$ cat src/shared/timer_unit_pkg.sv
// Register map, field layout and constants of the modulo timer
package timer_unit_pkg;
   // Register byte addresses (one aligned word each)
   localparam logic [7:0] ADDR_STATUS_CONTROL = 8'h00;
   localparam logic [7:0] ADDR_COUNT_HI       = 8'h04;
   localparam logic [7:0] ADDR_COUNT_LO       = 8'h08;
   localparam logic [7:0] ADDR_WRAP_LIMIT_HI  = 8'h0c;
   localparam logic [7:0] ADDR_WRAP_LIMIT_LO  = 8'h10;
   localparam logic [7:0] ADDR_CHANNEL_CTRL   = 8'h14;
   localparam logic [7:0] ADDR_CHANNEL_VALUE  = 8'h18;
   localparam logic [7:0] ADDR_DEBUG_CTRL     = 8'h1c;

   // Status/control fields
   localparam int OVF_BIT  = 7;
   localparam int OVIE_BIT = 6;
   localparam int CPWM_BIT = 5;
   localparam int CLKS_HI  = 4;
   localparam int CLKS_LO  = 3;
   localparam int PS_HI    = 2;
   localparam int PS_LO    = 0;

   // Channel control fields
   localparam int CHF_BIT  = 7;
   localparam int CHIE_BIT = 6;
   localparam int MSB_BIT  = 5;
   localparam int MSA_BIT  = 4;
   localparam int ELSB_BIT = 3;
   localparam int ELSA_BIT = 2;

   // Clock source codes
   localparam logic [1:0] CLKS_NONE  = 2'h0;
   localparam logic [1:0] CLKS_BUS   = 2'h1;
   localparam logic [1:0] CLKS_FIXED = 2'h2;
   localparam logic [1:0] CLKS_EXT   = 2'h3;

   localparam logic [15:0] COUNT_RESET = 16'h0000;
   localparam logic [15:0] WRAP_RESET  = 16'h0000;
   localparam logic [15:0] COUNT_TOP   = 16'hffff;
   localparam logic [15:0] COUNT_ONE   = 16'h0001;
   localparam logic [7:0]  BYTE_ZERO   = 8'h00;
   localparam logic [31:0] WORD_ZERO   = 32'h0000_0000;
endpackage

$ cat src/rtl/timer_unit.sv
// Modulo timer with one channel, APB register slave
//
// How it works
// - Clock source field: 00 stops, 01 bus, 10 fixed clock, 11 external.
// - Prescale field divides selected clock by 1 up to 128.
// - Reading either count byte latches both until the other is read.
// - Count latch released by reset or any status/control write.
// - Reset clears count; writing either count byte clears count and latch.
// - Debug halt freezes the count and the read latch state.
// - In debug halt, status/control or count writes still release latch.
// - Center-aligned off: at wrap limit the next tick returns count to zero, sets overflow flag.
// - Overflow flag suppressed between first and second wrap limit byte write.
// - Reset wrap limit is zero: free-running full 16-bit count.
// - Wrap writes are buffered; with no clock, applied at second byte.
// - With clock, wrap applied on step limit-1 to limit, or 0xfffe to 0xffff.
// - Status/control write discards a partial wrap limit write.
// - In debug halt wrap buffer frozen; writes go straight to active limit.
// - Channel flag set on capture edge, or on count match in compare/PWM.
// - No channel flag in PWM at 0% or 100% duty.
// - Channel interrupt while channel flag and channel enable are set.
// - Channel flag cleared by read-while-set then write zero; new event wins.
// - Writing one to channel flag does nothing; reset clears flag, enable.
// - Mode B bit with center-aligned off selects edge-aligned PWM.
// - Overflow flag cleared by read-while-set then write zero; new overflow wins.
// - Center-aligned select makes count up/down, all channels center PWM.
// - Overflow interrupt while overflow flag and its enable are set.
// - New prescale takes effect from the next clock cycle.
//
// Local design decisions: the APB register port and the placing of the registers.
`timescale 1ns/100ps
module timer_unit #(
   parameter int PRESCALE_BITS = 7
) (
   // Clock and reset
   input  wire logic        pclk,
   input  wire logic        presetn,
   // APB slave
   input  wire logic        psel,
   input  wire logic        penable,
   input  wire logic        pwrite,
   input  wire logic [7:0]  paddr,
   input  wire logic [31:0] pwdata,
   output logic             pready,
   output logic [31:0]      prdata,
   output logic             pslverr,
   // Clock sources and pins (asynchronous)
   input  wire logic        fixed_clk_in,
   input  wire logic        ext_clk_in,
   input  wire logic        channel_pin_in,
   output logic             channel_pin_out,
   output logic             channel_pin_oe,
   // Interrupt requests
   output logic             overflow_irq,
   output logic             channel_irq
);
   // Mask logic assumes the seven-bit divide chain of the prescale field
   if (PRESCALE_BITS != 7) begin : g_bad_prescale
      $error("PRESCALE_BITS must be 7");
   end

   // Bus decode
   wire logic wr_en  = psel & penable & pwrite;
   wire logic rd_su  = psel & ~penable & ~pwrite;
   wire logic a_sc   = paddr == timer_unit_pkg::ADDR_STATUS_CONTROL;
   wire logic a_chi  = paddr == timer_unit_pkg::ADDR_COUNT_HI;
   wire logic a_clo  = paddr == timer_unit_pkg::ADDR_COUNT_LO;
   wire logic a_whi  = paddr == timer_unit_pkg::ADDR_WRAP_LIMIT_HI;
   wire logic a_wlo  = paddr == timer_unit_pkg::ADDR_WRAP_LIMIT_LO;
   wire logic a_cc   = paddr == timer_unit_pkg::ADDR_CHANNEL_CTRL;
   wire logic a_cv   = paddr == timer_unit_pkg::ADDR_CHANNEL_VALUE;
   wire logic a_dbg  = paddr == timer_unit_pkg::ADDR_DEBUG_CTRL;
   wire logic mapped = a_sc | a_chi | a_clo | a_whi | a_wlo | a_cc | a_cv | a_dbg;
   wire logic w_sc   = wr_en & a_sc;
   wire logic w_cnt  = wr_en & (a_chi | a_clo);
   wire logic w_whi  = wr_en & a_whi;
   wire logic w_wlo  = wr_en & a_wlo;
   wire logic w_cc   = wr_en & a_cc;
   // Reads act in setup, where read data is captured, so latch and data agree
   wire logic r_cnt  = rd_su & (a_chi | a_clo);

   assign pready  = 1'b1;
   assign pslverr = psel & penable & ~mapped;

   // Registers
   logic [15:0] count_ff, wrap_ff, wrap_buf_ff, cnt_latch_ff, chan_val_ff;
   logic        ovf_ff, ovie_ff, cpwm_ff, down_ff;
   logic [1:0]  clks_ff;
   logic [2:0]  ps_ff;
   logic        chf_ff, chie_ff, msb_ff, msa_ff, elsb_ff, elsa_ff;
   logic        debug_ff;
   logic        cnt_latched_ff, cnt_latch_hi_ff;
   logic        wrap_hi_done_ff, wrap_lo_done_ff;
   logic        ovf_armed_ff, chf_armed_ff;
   logic [PRESCALE_BITS-1:0] psc_ff;
   logic [1:0]  fix_sync_ff, ext_sync_ff, pin_sync_ff;
   logic        fix_prev_ff, ext_prev_ff, pin_prev_ff;
   logic        pin_out_ff;
   logic [31:0] prdata_ff;

   // Source selection with synchronised edges
   wire logic fix_edge = fix_sync_ff[1] & ~fix_prev_ff;
   wire logic ext_edge = ext_sync_ff[1] & ~ext_prev_ff;
   wire logic src_tick = (clks_ff == timer_unit_pkg::CLKS_BUS)   ? 1'b1     :
                         (clks_ff == timer_unit_pkg::CLKS_FIXED) ? fix_edge :
                         (clks_ff == timer_unit_pkg::CLKS_EXT)   ? ext_edge : 1'b0;
   wire logic run = src_tick & ~debug_ff;
   // Prescaler output: all low bits below the chosen power set
   wire logic [PRESCALE_BITS-1:0] psc_mask = PRESCALE_BITS'((1 << ps_ff) - 1);
   wire logic tick = run & ((psc_ff & psc_mask) == psc_mask);
   wire logic [PRESCALE_BITS-1:0] nxt_psc = tick ? '0 : (run ? psc_ff + 1'b1 : psc_ff);

   // Counting
   wire logic free_run = wrap_ff == timer_unit_pkg::WRAP_RESET;
   wire logic [15:0] limit = free_run ? timer_unit_pkg::COUNT_TOP : wrap_ff;
   wire logic at_limit = count_ff == limit;
   wire logic at_zero  = count_ff == timer_unit_pkg::COUNT_RESET;
   wire logic wrap_both = wrap_hi_done_ff & wrap_lo_done_ff;
   wire logic up_ovf   = ~cpwm_ff & at_limit;
   wire logic dn_ovf   = cpwm_ff & down_ff & at_zero & ~at_limit;
   // Overflow held off while only one wrap byte has been written
   wire logic free_run_suppress = wrap_hi_done_ff ^ wrap_lo_done_ff;
   wire logic ovf_event = tick & (up_ovf | dn_ovf) & ~free_run_suppress;
   wire logic [15:0] step_up = count_ff + timer_unit_pkg::COUNT_ONE;
   wire logic [15:0] step_dn = count_ff - timer_unit_pkg::COUNT_ONE;
   logic [15:0] nxt_count;
   logic        nxt_down;
   always_comb begin
      nxt_count = count_ff;
      nxt_down  = down_ff;
      if (w_cnt) begin
         nxt_count = timer_unit_pkg::COUNT_RESET;
         nxt_down  = 1'b0;
      end else if (tick) begin
         if (!cpwm_ff) begin
            nxt_count = at_limit ? timer_unit_pkg::COUNT_RESET : step_up;
         end else if (!down_ff) begin
            nxt_count = at_limit ? step_dn : step_up;
            nxt_down  = at_limit;
         end else begin
            nxt_count = at_zero ? step_up : step_dn;
            nxt_down  = ~at_zero;
         end
      end
   end
   // Buffered limit lands as the count steps onto the limit
   wire logic wrap_apply_run = tick & wrap_both & (step_up == limit) & ~down_ff;
   wire logic wrap_apply_idle = (clks_ff == timer_unit_pkg::CLKS_NONE) & wrap_both;

   // Channel
   wire logic edge_pwm  = ~cpwm_ff & msb_ff;
   wire logic pwm_mode  = edge_pwm | cpwm_ff;
   wire logic capture   = ~cpwm_ff & ~msb_ff & ~msa_ff;
   wire logic pin_rise  = pin_sync_ff[1] & ~pin_prev_ff;
   wire logic pin_fall  = ~pin_sync_ff[1] & pin_prev_ff;
   wire logic cap_event = capture & ((elsa_ff & pin_rise) | (elsb_ff & pin_fall));
   wire logic duty_edge = (chan_val_ff == timer_unit_pkg::COUNT_RESET)
                        | (chan_val_ff > limit);
   wire logic cmp_event = ~capture & tick & (count_ff == chan_val_ff)
                        & ~(pwm_mode & duty_edge);
   wire logic ch_event  = cap_event | cmp_event;

   // Pin output for compare and PWM
   logic nxt_pin_out;
   always_comb begin
      nxt_pin_out = pin_out_ff;
      if (cpwm_ff && tick && count_ff == chan_val_ff) begin
         nxt_pin_out = down_ff ^ elsa_ff;
      end else if (edge_pwm && tick && at_limit) begin
         nxt_pin_out = ~elsa_ff;
      end else if (cmp_event && !pwm_mode) begin
         nxt_pin_out = (elsb_ff & elsa_ff) | (~elsb_ff & ~pin_out_ff);
      end else if (cmp_event && edge_pwm) begin
         nxt_pin_out = elsa_ff;
      end
   end

   // Read mux
   wire logic [15:0] cnt_view = (cnt_latched_ff && !debug_ff) ? cnt_latch_ff : count_ff;
   wire logic [7:0] sc_view = {ovf_ff, ovie_ff, cpwm_ff, clks_ff, ps_ff};
   wire logic [7:0] cc_view = {chf_ff, chie_ff, msb_ff, msa_ff, elsb_ff, elsa_ff, 2'b00};
   wire logic [31:0] rd_word =
      a_sc  ? {24'h000000, sc_view}        :
      a_chi ? {24'h000000, cnt_view[15:8]} :
      a_clo ? {24'h000000, cnt_view[7:0]}  :
      a_whi ? {24'h000000, wrap_ff[15:8]}  :
      a_wlo ? {24'h000000, wrap_ff[7:0]}   :
      a_cc  ? {24'h000000, cc_view}        :
      a_cv  ? {16'h0000, chan_val_ff}      :
      a_dbg ? {31'h00000000, debug_ff}     : timer_unit_pkg::WORD_ZERO;

   // Sync and edge history
   always_ff @(posedge pclk or negedge presetn) begin
      if (!presetn) begin
         fix_sync_ff <= 2'h0;
         ext_sync_ff <= 2'h0;
         pin_sync_ff <= 2'h0;
         fix_prev_ff <= 1'b0;
         ext_prev_ff <= 1'b0;
         pin_prev_ff <= 1'b0;
         psc_ff      <= '0;
      end else begin
         fix_sync_ff <= {fix_sync_ff[0], fixed_clk_in};
         ext_sync_ff <= {ext_sync_ff[0], ext_clk_in};
         pin_sync_ff <= {pin_sync_ff[0], channel_pin_in};
         fix_prev_ff <= fix_sync_ff[1];
         ext_prev_ff <= ext_sync_ff[1];
         pin_prev_ff <= pin_sync_ff[1];
         psc_ff      <= nxt_psc;
      end
   end

   // Counter and status/control
   always_ff @(posedge pclk or negedge presetn) begin
      if (!presetn) begin
         count_ff <= timer_unit_pkg::COUNT_RESET;
         down_ff  <= 1'b0;
         ovf_ff   <= 1'b0;
         ovf_armed_ff <= 1'b0;
         ovie_ff  <= 1'b0;
         cpwm_ff  <= 1'b0;
         clks_ff  <= timer_unit_pkg::CLKS_NONE;
         ps_ff    <= 3'h0;
         debug_ff <= 1'b0;
      end else begin
         count_ff <= nxt_count;
         down_ff  <= nxt_down;
         if (rd_su && a_sc) ovf_armed_ff <= ovf_ff;
         // Set beats clear; a fresh overflow also disarms the clear
         if (ovf_event) begin
            ovf_ff       <= 1'b1;
            ovf_armed_ff <= 1'b0;
         end else if (w_sc && ovf_armed_ff && !pwdata[timer_unit_pkg::OVF_BIT]) begin
            ovf_ff       <= 1'b0;
            ovf_armed_ff <= 1'b0;
         end
         if (w_sc) begin
            ovie_ff <= pwdata[timer_unit_pkg::OVIE_BIT];
            cpwm_ff <= pwdata[timer_unit_pkg::CPWM_BIT];
            clks_ff <= pwdata[timer_unit_pkg::CLKS_HI:timer_unit_pkg::CLKS_LO];
            ps_ff   <= pwdata[timer_unit_pkg::PS_HI:timer_unit_pkg::PS_LO];
         end
         if (wr_en && a_dbg) debug_ff <= pwdata[0];
      end
   end

   // Count read latch and wrap limit buffer
   always_ff @(posedge pclk or negedge presetn) begin
      if (!presetn) begin
         cnt_latched_ff  <= 1'b0;
         cnt_latch_hi_ff <= 1'b0;
         cnt_latch_ff    <= timer_unit_pkg::COUNT_RESET;
         wrap_ff         <= timer_unit_pkg::WRAP_RESET;
         wrap_buf_ff     <= timer_unit_pkg::WRAP_RESET;
         wrap_hi_done_ff <= 1'b0;
         wrap_lo_done_ff <= 1'b0;
      end else begin
         if (w_sc || w_cnt) begin
            cnt_latched_ff <= 1'b0;
         end else if (r_cnt && !debug_ff) begin
            if (!cnt_latched_ff) begin
               cnt_latched_ff  <= 1'b1;
               cnt_latch_ff    <= count_ff;
               cnt_latch_hi_ff <= a_chi;
            end else if (cnt_latch_hi_ff != a_chi) begin
               cnt_latched_ff <= 1'b0;
            end
         end
         if (w_sc) begin
            wrap_hi_done_ff <= 1'b0;
            wrap_lo_done_ff <= 1'b0;
         end else if (debug_ff) begin
            if (w_whi) wrap_ff[15:8] <= pwdata[7:0];
            if (w_wlo) wrap_ff[7:0]  <= pwdata[7:0];
         end else if (wrap_apply_idle || wrap_apply_run) begin
            wrap_ff         <= wrap_buf_ff;
            wrap_hi_done_ff <= 1'b0;
            wrap_lo_done_ff <= 1'b0;
         end else begin
            if (w_whi) begin
               wrap_buf_ff[15:8] <= pwdata[7:0];
               wrap_hi_done_ff   <= 1'b1;
            end
            if (w_wlo) begin
               wrap_buf_ff[7:0] <= pwdata[7:0];
               wrap_lo_done_ff  <= 1'b1;
            end
         end
      end
   end

   // Channel registers
   always_ff @(posedge pclk or negedge presetn) begin
      if (!presetn) begin
         chf_ff       <= 1'b0;
         chie_ff      <= 1'b0;
         chf_armed_ff <= 1'b0;
         msb_ff       <= 1'b0;
         msa_ff       <= 1'b0;
         elsb_ff      <= 1'b0;
         elsa_ff      <= 1'b0;
         chan_val_ff  <= timer_unit_pkg::COUNT_RESET;
         pin_out_ff   <= 1'b0;
      end else begin
         pin_out_ff <= nxt_pin_out;
         if (rd_su && a_cc) chf_armed_ff <= chf_ff;
         if (ch_event) begin
            chf_ff       <= 1'b1;
            chf_armed_ff <= 1'b0;
         end else if (w_cc && chf_armed_ff && !pwdata[timer_unit_pkg::CHF_BIT]) begin
            chf_ff       <= 1'b0;
            chf_armed_ff <= 1'b0;
         end
         if (w_cc) begin
            chie_ff <= pwdata[timer_unit_pkg::CHIE_BIT];
            msb_ff  <= pwdata[timer_unit_pkg::MSB_BIT];
            msa_ff  <= pwdata[timer_unit_pkg::MSA_BIT];
            elsb_ff <= pwdata[timer_unit_pkg::ELSB_BIT];
            elsa_ff <= pwdata[timer_unit_pkg::ELSA_BIT];
         end
         if (cap_event) begin
            chan_val_ff <= count_ff;
         end else if (wr_en && a_cv && !capture) begin
            chan_val_ff <= pwdata[15:0];
         end
      end
   end

   always_ff @(posedge pclk or negedge presetn) begin
      if (!presetn) begin
         prdata_ff <= timer_unit_pkg::WORD_ZERO;
      end else if (rd_su) begin
         prdata_ff <= rd_word;
      end
   end

   // Setup-phase capture keeps read data stable through the access phase
   assign prdata          = prdata_ff;
   assign overflow_irq    = ovf_ff & ovie_ff;
   assign channel_irq     = chf_ff & chie_ff;
   assign channel_pin_out = pin_out_ff;
   assign channel_pin_oe  = ~capture & (elsb_ff | elsa_ff);
endmodule

$ cat config.mk
export PLATFORM = sky130hd
export DESIGN_NAME = timer_unit
export DESIGN_NICKNAME = d
export VERILOG_FILES = /design/src/shared/timer_unit_pkg.sv /design/src/rtl/timer_unit.sv
export SDC_FILE = /design/constraint.sdc
export NUM_CORES = 1
export LEC_CHECK = 0
export BUFFER_PORTS_ARGS = -buffer_cell sky130_fd_sc_hd__buf_2
export CORE_UTILIZATION = 42
export CTS_CLUSTER_SIZE = 28
export DETAILED_ROUTE_END_ITERATION = 16
export PLACE_DENSITY = 0.73
export SYNTH_ARGS = -nofsm -noshare
export SYNTH_HDL_FRONTEND = slang
export SYNTH_SLANG_ARGS = --single-unit
$ cat constraint.sdc
create_clock -name pclk -period 3.5 [get_ports pclk]
set_clock_uncertainty 0.05 [all_clocks]
set_input_delay 0.875 -clock pclk [delete_from_list [all_inputs] [get_ports pclk]]
set_output_delay 0.875 -clock pclk [all_outputs]
set_load 0.005 [all_outputs]
==> impl_metrics.toml <==
[synthesis]
yosysTopAreaCell = "dfrtp_1"
synth_top_area_share_pct = 36.9
synth_area_leaders = "dfrtp_1 (37%), nand2_1 (5.4%), xnor2_1 (4.3%)"
synth_ff_type = "dfrtp_1"
yosysSeqAreaShare_pct = 36.9
async_reset_ff_share_pct = 100
synth_compound_area_share_pct = 16.9
syn-instance-count = 1011
synth_area_um2 = 9150
avgSynthCellArea_um2 = 9.05
ys_ff_latch = 135
synth.distinct_cells = 81
synth_xor_area_share_pct = 6.79
synth_fa_ha_area_share_pct = 2.74
synth_warnings = 0
muxShareOfSynthArea_pct = 7.88
synth_top_family_by_area = "simple AND/OR/NAND/NOR gates"
synthSimpleGateAreaFrac_pct = 23.1
synth_edf_count = 0

[timing]
finalCritPeriodShare_pct = 105
worst_slew_pin_slew_ps = 731
rsz0062_at_grt = "true"
timing.fmax_ghz = 0.271
fin_ws_ps = -191
setup_tns_ps = -1260
finalSetupViolCount = 15
drv_slew = 0
fin_crit_ps = 3690
hold_ws_ps = 299
finalHoldViolations = 0
relSlewSlack_pct = 50.9

[setup_path]
critPathRequiredTime_ps = 3760
cp_max_fo = 7
critPathKind = "reg2reg"
start_kind = "flip-flop"
end_kind = "flip-flop"
reg2reg_depth = 15
cp.arrival_ps = 3950
r2r-start = "wrap_ff[10]"
slowest_stage = "dfrtp_1"
critPathMaxStageDelay_ps = 410
crit_top_cell = "buf_4"
r2r_slack_ps = -190
cp_cell_sequence = "nor4_4 -> buf_4 -> buf_12 -> buf_4 -> a41oi_2 -> ha_1 -> nand4_1 -> buf_4 -> nor4_4 -> o21bai_1 -> a221oi_2 -> o21ai_2 -> or3_1 -> o311ai_2 -> mux2_4"
rr_endpoint = "channel_pin_out"

[clock_network]
cts.path.max_buffers = 2
path_clk_slew_ps = 70
cts_hold_buf = 0
cts.sinks = 135
clk_latency_ps = 440
tritoncts = "built"
cts_max_level = 4
root_buffer = "clkbuf_16"
cts_buffers = 17

[pwr]
p_leak_nw = 5.00
peakVddDrop_v = 0.000348
p_per_area_nw_per_um2 = 352

[placement]
dp.cells = 1383
portBuffers = 52
place_congestion = 0.965
dp_slack_ps = -80.4
placed_area_um2 = 10400
detailed_place_hpwl_um = 21100

[run]
maxCapViolations = 0

[floorplan]
die-area_um2 = 22400
num_rows = 53
die_w_um = 150
start_util_pct = 43.2
io_pins = 86
core-area_um2 = 21200
die_h_um = 150

[global_routing]
first_global_vias = 8348
antenna_found_initial = 0
grt_first_pass_wirelength_um = 46300
track_usage_pct = 27.4
grt_max_degree = 72
overflow = 0

[final_layout]
finalNonFillerCells = 1456
n_antenna_cell = 0
syn_to_final_growth_pct = 26.9
fillers = 1801
fin_nets = 1236
layout-drive-gt1-share_pct = 27.3
fin_area_um2 = 11600

[route]
first_iter_violations = 1035
firstDrtPassIters = 8
drc = 0
ant_nets = 0
avgRoutedWirePerCell_um = 20.8
detail_route.vias_per_cell = 6.16
vias = 8970
wirelength_um = 30300

[min_path]
min_from = "pin_sync_ff[0]"
holdCritPathClass = "reg2reg"
holdPathEnd = "pin_sync_ff[1]"
holdPathStages = 0

[outcome]
violations = "negative setup slack"
status = "finished, violations left"
sequential cells by signal (all words and copies together), names as in the netlist, 2 cells and up:
register	flops
chan_val_ff	16
clks_ff	2
cnt_latch_ff	16
count_ff	16
ext_sync_ff	2
fix_sync_ff	2
pin_sync_ff	2
prdata	16
ps_ff	3
psc_ff	7
wrap_buf_ff	16
wrap_ff	16
how the worst max path moves through the flow:
stage | from | end | depth (start not counted)
2_1_floorplan | wrap_ff[6] | channel_pin_out | 12
3_3_place_gp | wrap_ff[6] | channel_pin_out | 12
3_5_place_dp | wrap_ff[14] | channel_pin_out | 12
4_1_cts | wrap_ff[11] | channel_pin_out | 13
5_1_grt | wrap_ff[10] | channel_pin_out | 15
6_report | wrap_ff[10] | channel_pin_out | 15
cell usage after synthesis, drive strengths merged (33+ instances only):
library cell	n
a21oi	35
buf	37
clkbuf	42
dfrtp	135
mux2	53
nand2	132
nand3	41
nor2	58
nor3	34
nor4	33
o21ai	75
xnor2	45
layout by cell type (no fill, tap or decap), types with 8 or more instances in the layout:
cell / synthesis / layout
dfrtp_1: 135 / 133
nand2_1: 132 / 132
buf_4: 22 / 131
o21ai_0: 73 / 71
nor2_1: 57 / 57
buf_2: 9 / 51
xnor2_1: 45 / 44
nand3_1: 41 / 40
a21oi_1: 35 / 35
inv_1: 32 / 32
nor3_1: 31 / 31
mux2_2: 24 / 23
nor4_1: 26 / 22
nand4_1: 19 / 19
clkbuf_16: 0 / 19
mux2_1: 20 / 18
ha_1: 20 / 18
conb_1: 2 / 17
or3_1: 12 / 12
mux2_4: 9 / 12
buf_12: 0 / 11
and3_1: 10 / 10
o22ai_1: 10 / 10
a31oi_1: 9 / 9
mux2i_1: 9 / 9
nor4_4: 7 / 9
a221oi_1: 10 / 8
nand2b_1: 8 / 8
o31ai_1: 8 / 8
critical path: cells and delay by family, from the launching register on:
| kind | cells | cell delay [ps] |
|---|---|---|
| buffers and inverters | 4 | 610 |
| multiplexers | 1 | 330 |
| AND/OR/NAND/NOR | 4 | 1090 |
| adder cells (fa/ha/maj) | 1 | 340 |
| flip-flops | 1 | 410 |
| AO/OA/AOI/OAI | 5 | 730 |
per-layer routing:
layer / GRT usage, % / share of wire, %
met5: 0 / 0
met4: 9.90 / 3.7
met3: 7.77 / 11
met2: 41.4 / 44
met1: 37.0 / 41
metrics by stage:
step	total power [W]	utilization, %
final	0.00409	54.9
after global routing	0.00423	54.9
after CTS	0.00406	53.1
after detailed placement	0.00222	49.1
after global placement	0.00220	49.1
after floorplan	0.00200	-
layout make-up:
class | instances | area (um^2) | share of cell area (%)
multi-input combinational | 780 | 5570 | 48.0
timing repair buffer | 202 | 1590 | 13.7
tap | 275 | 344 | 2.96
inverter | 32 | 120 | 1.03
sequential | 135 | 3380 | 29.1
clock inverter | 15 | 174 | 1.50
clock buffer | 17 | 425 | 3.66
power by group:
group | internal, W | switching [W]
Clock | 0.00102 | 0.000822
Sequential | 0.00162 | 0.000106
Combinational | 0.000223 | 0.000294
Total | 0.00286 | 0.00122
repair_timing:
| item | 4_1_cts | 5_1_grt |
|---|---|---|
| cloned | 0 | 2 |
| endpoints found under the hold margin | 0 | 0 |
| buffers inserted | 20 | 21 |
| gates resized for setup | 14 | 24 |
| pin swaps | 16 | 27 |
| setup endpoints to repair | 1 | 40 |
cell families (layout without fill, tap and decap cells):
family,after synthesis,count (layout)
AND/OR/NAND/NOR,394,394
AO/OA/AOI/OAI,229,229
flip-flops,135,135
buffers and inverters,111,266
multiplexers,62,62
XOR/XNOR,58,58
adder cells (fa/ha/maj),20,20
other,2,17
Power figures use the tool's default switching activity.
